## src/rcpm_regs.svh

```systemverilog
// Purpose: offsets, fields, reset values and timing of the reference clock and power block
// Assumes: 16-bit register port, word offsets
// Notes:   included by the design, the checker and the bench
`ifndef RCPM_REGS_SVH
`define RCPM_REGS_SVH

`define RCPM_ADDR_REFOCTL     4'h0
`define RCPM_ADDR_RESETCTL    4'h1
`define RCPM_ADDR_PWRCFG      4'h2
`define RCPM_ADDR_STATUS      4'h3

`define RCPM_REFOCTL_RESET    16'h0000
`define RCPM_REFOCTL_MASK     16'hbf00
`define RCPM_RESETCTL_RESET   16'h0000
`define RCPM_RESETCTL_MASK    16'h0100
`define RCPM_PWRCFG_RESET     16'h0000
`define RCPM_PWRCFG_MASK      16'h001f

`define RCPM_BIT_REF_EN       15
`define RCPM_BIT_REF_SLP      13
`define RCPM_BIT_REF_SEL      12
`define RCPM_DIV_HI           11
`define RCPM_DIV_LO           8
`define RCPM_BIT_VREG_STBY    8
`define RCPM_BIT_POSC_KEEP    0
`define RCPM_BIT_PRIMARY_MODE 1
`define RCPM_BIT_WDT_EN       2
`define RCPM_BIT_FAIL_SAFE_CLOCK_MONITOR_EN      3
`define RCPM_BIT_CFG_LOCK     4

`define RCPM_OP_SLEEP         1'b0
`define RCPM_OP_IDLE          1'b1

`define RCPM_TVREG_US         10
`define RCPM_CLK_MHZ          20

`endif

```

## src/rcpm_pkg.sv

```systemverilog
// Purpose: types for the reference clock and power block
// Assumes: header holds the numbers
// Notes:   power state enumeration
package rcpm_pkg;
    typedef enum logic [2:0] {
        RUN,
        ENTER_SLEEP,
        SLEEP,
        ENTER_IDLE,
        IDLE,
        WAKE_REG
    } rcpm_pwr_state_type;
endpackage : rcpm_pkg

```

## src/rcpm_refclk_power.sv

```systemverilog
// Purpose: divided reference clock output and sleep/idle power sequencing
// Assumes: base clocks come in as pins, sampled on ref_clk
// Notes:   state changes follow the power save request port
// Notes on behaviour
// - enable bit drives divided clock on pin
// - divisor field divides by two to the value
// - source bit picks primary oscillator or system clock
// - run-in-sleep keeps output in sleep
// - sleep stops crystal unless primary or kept
// - operand zero sleeps, one idles
// - sleep stops clocks, cpu and peripherals
// - idle halts cpu, peripherals keep running
// - watchdog cleared on sleep and idle entry
// - rc oscillator kept for watchdog or monitor
// - fail-safe monitor off during sleep
// - wake on interrupt, reset or watchdog timeout
// - sleep wake resumes the same clock source
// - idle wake restarts cpu at once
// - regulator standby adds start delay to wake
// - coincident interrupt wakes after entry completes
//
// Added by the designer: the strobed register port and the register offsets.
`timescale 1ns/1ps

`include "rcpm_regs.svh"

module rcpm_refclk_power #(
    parameter int DIV_W    = 16,
    parameter int TVREG_CY = `RCPM_TVREG_US * `RCPM_CLK_MHZ
) (
    // clock and reset
    input  wire logic        ref_clk,
    input  wire logic        rstn,
    // register port
    input  wire logic [3:0]  reg_addr,
    input  wire logic [15:0] reg_wdata,
    input  wire logic        reg_wr,
    input  wire logic        reg_rd,
    output logic      [15:0] reg_rdata,
    // base clocks from pins
    input  wire logic        sys_clk_in,
    input  wire logic        primary_osc_in,
    // power save request, wake events and oscillator select
    input  wire logic        power_save_instruction,
    input  wire logic        power_save_operand,
    input  wire logic        irq_wake,
    input  wire logic        wdt_timeout,
    input  wire logic [2:0]  new_oscillator_select,
    // outputs
    output logic             ref_clock_pin,
    output logic             ref_clock_pin_oe,
    output logic             sys_clk_run,
    output logic             primary_osc_run,
    output logic             low_power_rc_oscillator_run,
    output logic             fail_safe_clock_monitor_active,
    output logic             cpu_run,
    output logic             periph_run,
    output logic             wdt_clear,
    output logic             vreg_standby,
    output logic             cpu_resume,
    output logic      [2:0]  active_osc
);
    localparam int TVW = $clog2(TVREG_CY + 1);

    logic                    rst_s1;
    logic                    rst_n;
    logic [15:0]             ref_out_control_reg;
    logic [15:0]             reset_control_reg;
    logic [15:0]             pwr_cfg;
    logic [2:0]              osc_sel;
    logic [2:0]              sleep_osc;
    logic [2:0]              sys_sync;
    logic [2:0]              posc_sync;
    logic                    base_prev;
    logic                    base_now;
    logic                    base_edge;
    logic [DIV_W-1:0]        div_cnt;
    logic [DIV_W-1:0]        div_mask;
    logic [3:0]              ref_out_divisor;
    logic                    ref_out_enable;
    logic                    ref_out_run_in_sleep;
    logic                    ref_out_source_select;
    logic                    in_sleep;
    logic                    wake_evt;
    logic                    wake_pend;
    logic [TVW-1:0]          tvreg_cnt;
    rcpm_pkg::rcpm_pwr_state_type state;

    assign ref_out_enable        = ref_out_control_reg[`RCPM_BIT_REF_EN];
    assign ref_out_run_in_sleep  = ref_out_control_reg[`RCPM_BIT_REF_SLP];
    assign ref_out_source_select = ref_out_control_reg[`RCPM_BIT_REF_SEL];
    assign ref_out_divisor       = ref_out_control_reg[`RCPM_DIV_HI:`RCPM_DIV_LO];
    assign in_sleep              = (state == rcpm_pkg::SLEEP);
    assign wake_evt              = irq_wake | wdt_timeout;

    // reset release
    always_ff @(posedge ref_clk or negedge rstn) begin
        if (!rstn) begin
            rst_s1 <= 1'b0;
            rst_n  <= 1'b0;
        end else begin
            rst_s1 <= 1'b1;
            rst_n  <= rst_s1;
        end
    end

    // registers
    always_ff @(posedge ref_clk or negedge rst_n) begin
        if (!rst_n) begin
            ref_out_control_reg <= `RCPM_REFOCTL_RESET;
            reset_control_reg   <= `RCPM_RESETCTL_RESET;
            pwr_cfg             <= `RCPM_PWRCFG_RESET;
            osc_sel             <= 3'h0;
        end else if (reg_wr) begin
            case (reg_addr)
                `RCPM_ADDR_REFOCTL:  ref_out_control_reg <= reg_wdata & `RCPM_REFOCTL_MASK;
                `RCPM_ADDR_RESETCTL: reset_control_reg   <= reg_wdata & `RCPM_RESETCTL_MASK;
                `RCPM_ADDR_PWRCFG:   pwr_cfg             <= reg_wdata & `RCPM_PWRCFG_MASK;
                default: ;
            endcase
        end else if (!pwr_cfg[`RCPM_BIT_CFG_LOCK] && state == rcpm_pkg::RUN) begin
            osc_sel <= new_oscillator_select;
        end
    end

    always_ff @(posedge ref_clk or negedge rst_n) begin
        if (!rst_n) begin
            reg_rdata <= 16'h0000;
        end else if (reg_rd) begin
            case (reg_addr)
                `RCPM_ADDR_REFOCTL:  reg_rdata <= ref_out_control_reg;
                `RCPM_ADDR_RESETCTL: reg_rdata <= reset_control_reg;
                `RCPM_ADDR_PWRCFG:   reg_rdata <= pwr_cfg;
                `RCPM_ADDR_STATUS:   reg_rdata <= {7'h00, cpu_run, in_sleep,
                                                   (state == rcpm_pkg::IDLE),
                                                   vreg_standby, low_power_rc_oscillator_run, fail_safe_clock_monitor_active,
                                                   active_osc};
                default:             reg_rdata <= 16'h0000;
            endcase
        end else begin
            reg_rdata <= 16'h0000;
        end
    end

    // pin synchronisers
    always_ff @(posedge ref_clk or negedge rst_n) begin
        if (!rst_n) begin
            sys_sync  <= 3'h0;
            posc_sync <= 3'h0;
            base_prev <= 1'b0;
        end else begin
            sys_sync  <= {sys_sync[1:0], sys_clk_in};
            posc_sync <= {posc_sync[1:0], primary_osc_in};
            base_prev <= base_now;
        end
    end

    // base follows any switch of the system clock when not primary
    assign base_now  = ref_out_source_select ? posc_sync[2] : sys_sync[2];
    assign base_edge = base_now & ~base_prev;

    // output toggles and count clears when masked count reaches half the mask; divisor 0 passes base through
    assign div_mask = DIV_W'((32'h1 << ref_out_divisor) - 32'h1);

    always_ff @(posedge ref_clk or negedge rst_n) begin
        if (!rst_n) begin
            div_cnt          <= '0;
            ref_clock_pin    <= 1'b0;
            ref_clock_pin_oe <= 1'b0;
        end else if (!ref_out_enable || (in_sleep && !ref_out_run_in_sleep)) begin
            div_cnt          <= '0;
            ref_clock_pin    <= 1'b0;
            ref_clock_pin_oe <= ref_out_enable;
        end else begin
            ref_clock_pin_oe <= 1'b1;
            if (ref_out_divisor == 4'h0) begin
                ref_clock_pin <= base_now;
            end else if (base_edge) begin
                if ((div_cnt & div_mask) == (div_mask >> 1)) begin
                    ref_clock_pin <= ~ref_clock_pin;
                    div_cnt       <= '0;
                end else begin
                    div_cnt <= div_cnt + DIV_W'(1);
                end
            end
        end
    end

    // power state sequencing
    always_ff @(posedge ref_clk or negedge rst_n) begin
        if (!rst_n) begin
            state     <= rcpm_pkg::RUN;
            wake_pend <= 1'b0;
            tvreg_cnt <= '0;
            sleep_osc <= 3'h0;
        end else begin
            case (state)
                rcpm_pkg::RUN: begin
                    wake_pend <= 1'b0;
                    if (power_save_instruction) begin
                        wake_pend <= wake_evt;
                        state     <= (power_save_operand == `RCPM_OP_IDLE) ?
                                     rcpm_pkg::ENTER_IDLE : rcpm_pkg::ENTER_SLEEP;
                        sleep_osc <= osc_sel;
                    end
                end
                rcpm_pkg::ENTER_SLEEP: begin
                    state <= rcpm_pkg::SLEEP;
                end
                rcpm_pkg::ENTER_IDLE: begin
                    state <= rcpm_pkg::IDLE;
                end
                rcpm_pkg::SLEEP: begin
                    if (wake_evt || wake_pend) begin
                        wake_pend <= 1'b0;
                        if (!reset_control_reg[`RCPM_BIT_VREG_STBY]) begin
                            tvreg_cnt <= TVW'(TVREG_CY);
                            state     <= rcpm_pkg::WAKE_REG;
                        end else begin
                            state <= rcpm_pkg::RUN;
                        end
                    end
                end
                rcpm_pkg::IDLE: begin
                    if (wake_evt || wake_pend) begin
                        wake_pend <= 1'b0;
                        state     <= rcpm_pkg::RUN;
                    end
                end
                rcpm_pkg::WAKE_REG: begin
                    if (tvreg_cnt <= TVW'(1)) begin
                        state <= rcpm_pkg::RUN;
                    end else begin
                        tvreg_cnt <= tvreg_cnt - TVW'(1);
                    end
                end
                default: state <= rcpm_pkg::RUN;
            endcase
        end
    end

    // power outputs
    always_ff @(posedge ref_clk or negedge rst_n) begin
        if (!rst_n) begin
            sys_clk_run     <= 1'b1;
            primary_osc_run <= 1'b1;
            low_power_rc_oscillator_run        <= 1'b0;
            fail_safe_clock_monitor_active     <= 1'b0;
            cpu_run         <= 1'b1;
            periph_run      <= 1'b1;
            wdt_clear       <= 1'b0;
            vreg_standby    <= 1'b0;
            cpu_resume      <= 1'b0;
            active_osc      <= 3'h0;
        end else begin
            sys_clk_run     <= !in_sleep;
            primary_osc_run <= !in_sleep || pwr_cfg[`RCPM_BIT_PRIMARY_MODE]
                               || pwr_cfg[`RCPM_BIT_POSC_KEEP];
            low_power_rc_oscillator_run        <= pwr_cfg[`RCPM_BIT_WDT_EN]
                               || (!in_sleep && pwr_cfg[`RCPM_BIT_FAIL_SAFE_CLOCK_MONITOR_EN]);
            fail_safe_clock_monitor_active     <= pwr_cfg[`RCPM_BIT_FAIL_SAFE_CLOCK_MONITOR_EN] && !in_sleep;
            cpu_run         <= (state == rcpm_pkg::RUN);
            periph_run      <= !in_sleep && state != rcpm_pkg::WAKE_REG;
            wdt_clear       <= pwr_cfg[`RCPM_BIT_WDT_EN] &&
                               (state == rcpm_pkg::ENTER_SLEEP ||
                                state == rcpm_pkg::ENTER_IDLE);
            vreg_standby    <= in_sleep && !reset_control_reg[`RCPM_BIT_VREG_STBY];
            cpu_resume      <= (state == rcpm_pkg::IDLE || state == rcpm_pkg::SLEEP ||
                                state == rcpm_pkg::WAKE_REG) &&
                               (wake_evt || wake_pend);
            active_osc      <= (state == rcpm_pkg::RUN) ? osc_sel : sleep_osc;
        end
    end

endmodule : rcpm_refclk_power

```

## config.mk

```make
export PLATFORM = sky130hd
export DESIGN_NAME = rcpm_refclk_power
export DESIGN_NICKNAME = d
export VERILOG_FILES = /design/src/rcpm_pkg.sv /design/src/rcpm_refclk_power.sv
export VERILOG_INCLUDE_DIRS = /design/src
export SDC_FILE = /design/constraint.sdc
export NUM_CORES = 1
export LEC_CHECK = 0
export BUFFER_PORTS_ARGS = -buffer_cell sky130_fd_sc_hd__buf_2
export CAP_MARGIN = 20
export CELL_PAD_IN_SITES_DETAIL_PLACEMENT = 1
export CELL_PAD_IN_SITES_GLOBAL_PLACEMENT = 1
export CORE_MARGIN = 2
export CORE_UTILIZATION = 47
export CTS_CLUSTER_SIZE = 25
export DETAILED_ROUTE_END_ITERATION = 10
export MAX_ROUTING_LAYER = met4
export PLACE_DENSITY = 0.89
export SYNTH_ARGS = -nofsm -noshare
export SYNTH_HDL_FRONTEND = slang
export SYNTH_SLANG_ARGS = --single-unit
```

## constraint.sdc

```tcl
create_clock -name ref_clk -period 4.9 [get_ports ref_clk]
set_input_delay 0.735 -clock ref_clk [delete_from_list [all_inputs] [get_ports ref_clk]]
set_output_delay 0.735 -clock ref_clk [all_outputs]
set_load 0.01 [all_outputs]
```

Word level (Yosys, flattened, before mapping). Cells that the tools add are included.

Bits in registers: 86. Word-level logic and storage cells: 122.

$add $sub $neg: 3. Order comparisons: 1. Equality and inequality tests: 18. Shift-type cells: 1. Mux-type cells: 27. Bitwise logic cells: 6. Reductions and logical operators: 39.

Operators by type and width (count): $mux 16 (5); $pmux 16 s4 (1); $mux 8 (3); $mux 3 (6); $pmux 3 s6 (1); $add 16x1->16 const B (1); $and 16x16->16 (1); $eq 16x15->1 (1); $pmux 8 s2 (1); $reduce_and 2->1 (8); $shl 1x4->16 const A (1); $sub 16x1->16 const B (1); $ne 2x2->1 const B (5); $eq 4x2->1 const B (2); $le 8x1->1 const B (1); $logic_not 4->1 (2); $logic_or 1x1->1 (8); $mux 1 (8); $reduce_and 4->1 (2); $sub 8x1->8 const B (1); $logic_and 1x1->1 (7); $eq 3x2->1 const B (2); $eq 3x3->1 const B (2); $ne 2x1->1 const B (3); 13 further kinds (22).

Longest topological paths before layout.
Depth in word-level cells: 8. Mapped depth: 14. Mapped depth without buffers: 10.

Worst setup path after synthesis. Ideal clock, no wire load.

Kind: register to register. Start: register ref_out_control_reg[11]. End: register div_cnt[14]. Data arrival time: 2681 ps. Data required time: 4763 ps. Setup slack: 2082 ps. Stages on the path, launching flop included: 14. Path buffers: 3. Clock period less this slack: 2818 ps. Path through: dfrtp_1 -> buf_2 -> nor3_1 -> nand2_1 -> ha_1 -> buf_4 -> and2_4 -> a32o_1 -> a221o_1 -> nor4b_2 -> nand4_1 -> buf_4 -> a41oi_2 -> o41ai_1.

Longest elaborated chain between the ends: 8.

RTL lines: from (decl) (line rcpm_refclk_power.sv:67) `logic [15:0] ref_out_control_reg;`; from (signal assigned) (line rcpm_refclk_power.sv:110) `` ref_out_control_reg <= `RCPM_REFOCTL_RESET; ``; from (signal assigned) (line rcpm_refclk_power.sv:116) `` `RCPM_ADDR_REFOCTL: ref_out_control_reg <= reg_wdata & `RCPM_REFOCTL_MASK; ``; $shl 1x4->16 (line rcpm_refclk_power.sv:163) `assign div_mask = DIV_W'((32'h1 << ref_out_divisor) - 32'h1);`; $sub 16x1->16 (line rcpm_refclk_power.sv:163); $and 16x16->16 (line rcpm_refclk_power.sv:179) `if ((div_cnt & div_mask) == (div_mask >> 1)) begin`; $eq 16x15->1 (line rcpm_refclk_power.sv:179); $mux 16 (line rcpm_refclk_power.sv:179); $mux 16 (line rcpm_refclk_power.sv:178) `end else if (base_edge) begin`; $mux 16 (line rcpm_refclk_power.sv:176) `if (ref_out_divisor == 4'h0) begin`; $mux 16 (line rcpm_refclk_power.sv:170) `end else if (!ref_out_enable || (in_sleep && !ref_out_run_in_sleep)) begin`; to (signal assigned) (line rcpm_refclk_power.sv:183) `div_cnt <= div_cnt + DIV_W'(1);`; to (decl) (line rcpm_refclk_power.sv:77) `logic [DIV_W-1:0] div_cnt;`.

Parallel ways exist; a longest one is shown, timed or not. The select of a mux whose other input is x is not followed. A chain may end at the register's enable or synchronous reset.

Worst setup path in the final report.
Start: register ref_out_control_reg[8]. End: register div_cnt[14].

Same word-level chain as after synthesis.

==> flow_summary.ini <==
[status]
outcome = completed

[clocking]
cts.path.max_buffers = 2
numClockSinks = 84
cts_tree = built
clk_latency_ps = 360
cts_setup_buffers = 0
hold_buffers = 0
htree_levels = 3
cts_root_buf = clkbuf_8
cts_made_buffers = 9
cts.repair.resized = 0
path_clk_slew_ps = 90

[power]
ir_drop_mv = 0.261
power_leakage_nw = 2.18
p_per_area_nw_per_um2 = 470
power_mw = 2.26

[synthesis]
synth.distinct_cells = 64
postSynthAreaPerCell_um2 = 9.79
synthTopCellsByCount = dfrtp_1, nand2_1, nor2_1, mux2_2, o21ai_0
ys_ff_latch = 84
async_flop_share = 1.00
syn_nets = 472
yosysSeqAreaShare = 0.495
synth_warnings = 0
synth_top_area_share = 0.470
synth_area_leader_cell = dfrtp_1
netlist_instances = 435
synthFlopType = dfrtp_1
yosysMostFrequentCell = dfrtp_1
ys_top_cells_by_area = dfrtp_1, mux2_2, nand2_1, nor2_1, o21ai_0
synth-edff-count = 0
synth_area_um2 = 4260

[floorplanning]
fp.dieH_um = 99.2
num_rows = 34
io_pins = 63
die-area_um2 = 9840
initial_core_util = 0.486
die_x_um = 99.2
coreArea_um2 = 8760

[global_routing]
grt_pass1_vias = 3758
track_usage = 0.256
antenna_found_initial = 0
grt_max_degree = 83
grt_pass1_wl_um = 19200
grt_overflow_total = 0

[layout]
area_delta_synth_final_pct = 12.8
fin_nets = 511
fillCellCount = 1024
n_antenna_cell = 0
top_regs = div_cnt (15), reg_rdata (15), tvreg_cnt (8)
final_area_um2 = 4800
drive_gt1_frac = 0.240
final_util = 0.548
multi_input_area_um2 = 1970
instances_no_fill = 587
seq_area_um2 = 2110

[routing]
vias = 3514
viasPerCell = 5.99
ant_nets = 0
drtPass1Iterations = 5
routed_wl_um = 11900
drc = 0
drtIter0Drc = 229
post_drt_wl_per_cell_um = 20.2

[timing]
fin_hold_ws_ps = 131
setup_violations = 0
max_freq_ghz = 0.256
finalCriticalPeriod_ps = 3900
tns_ps = 0
drv_slew = 0
finalCritPeriodShare = 0.796
worst_clock_skew_ps = 13.7
final_hold_viol_count = 0
slew_headroom = 0.316
tightest_slew_ps = 1020
rsz0062_at_grt = no
fin_ws_ps = 997

[placed_design]
dp_cells = 570
gp_congestion = 0.869
post-place-ws_ps = 1070
placed_area_um2 = 4550
io_buffers = 57
dp_hpwl_um = 8250

[worst_setup_path]
critical_path_class = reg -> reg
cp.required_ps = 5140
start_kind = register
arrival_ps = 4140
cp_max_fo = 27
end_kind = register
reg2reg_depth = 11

[hold_path]
hold_class = in -> async

[job]
cap_viol_max_count = 0
-- layer usage --
metal / vias up / global-route usage / part of all wire
met3: 21 / 0.0450 / 0.035
met4: 0 / 0.0969 / 0.023
met1: 1793 / 0.297 / 0.41
met2: 71 / 0.443 / 0.54
met5: - / - / 0
li1: 1629 / - / -
-- placed cells by master, fill, tap and decap left out, drive strengths merged, types with 5 or more instances in the layout --
cell	n
inv	11
nor2b	5
mux2i	9
dfrtp	80
a21oi	13
nand4	6
buf	59
o21ai	23
clkbuf	10
nand3	20
nand2	45
nor3	20
and3	12
nand3b	5
mux2	22
a31oi	8
nor2	38
and2	11
-- cell type report --
type	instances	share of cell area
Tap cell	108	0.0281
Clock inverter	6	0.0193
Multi-Input combinational cell	311	0.411
Sequential cell	84	0.439
Inverter	9	0.00703
Timing Repair Buffer	59	0.0667
Clock buffer	10	0.0287
-- critical path, stage by stage (launching register included) --
cell	delay [ps]
dfrtp_1	780
nor2_1	210
nand2_1	270
ha_1	800
or3b_2	500
mux2i_1	170
a221o_1	200
nor4b_2	50
nand4_1	100
buf_4	250
nand2_1	120
o41ai_1	330
-- cells by family (layout without fill, tap and decap cells) --
logic type / after synthesis / in the layout / synth area share
fa+ha+maj: 4 / 4 / 0.0118
mux: 31 / 31 / 0.0793
buf+inv: 40 / 84 / 0.0420
flops: 84 / 84 / 0.495
simple gates: 188 / 188 / 0.226
xor+xnor: 7 / 7 / 0.0144
compound gates: 79 / 79 / 0.130
other cells: 2 / 2 / 0.00176
-- power by group --
part	total, mW	switching, mW	leakage [nW]	internal [mW]
Combinational	0.678	0.386	1.01	0.292
Clock	0.563	0.259	0.110	0.304
Sequential	1.02	0.176	1.07	0.840
-- path summary, 6_finish.rpt --
check	from	end	slack (ps)
min	rstn	rst_n	130
max reg2reg	ref_out_control_reg[8]	div_cnt[14]	1000
max	ref_out_control_reg[8]	div_cnt[14]	1000
min in group ref_clk	posc_sync[1]	posc_sync[2]	360
max in group asynchronous	rst_n	sys_clk_run	4050
min reg2reg	rst_n	active_osc[0]	200
(Power assumes the default switching activity.)
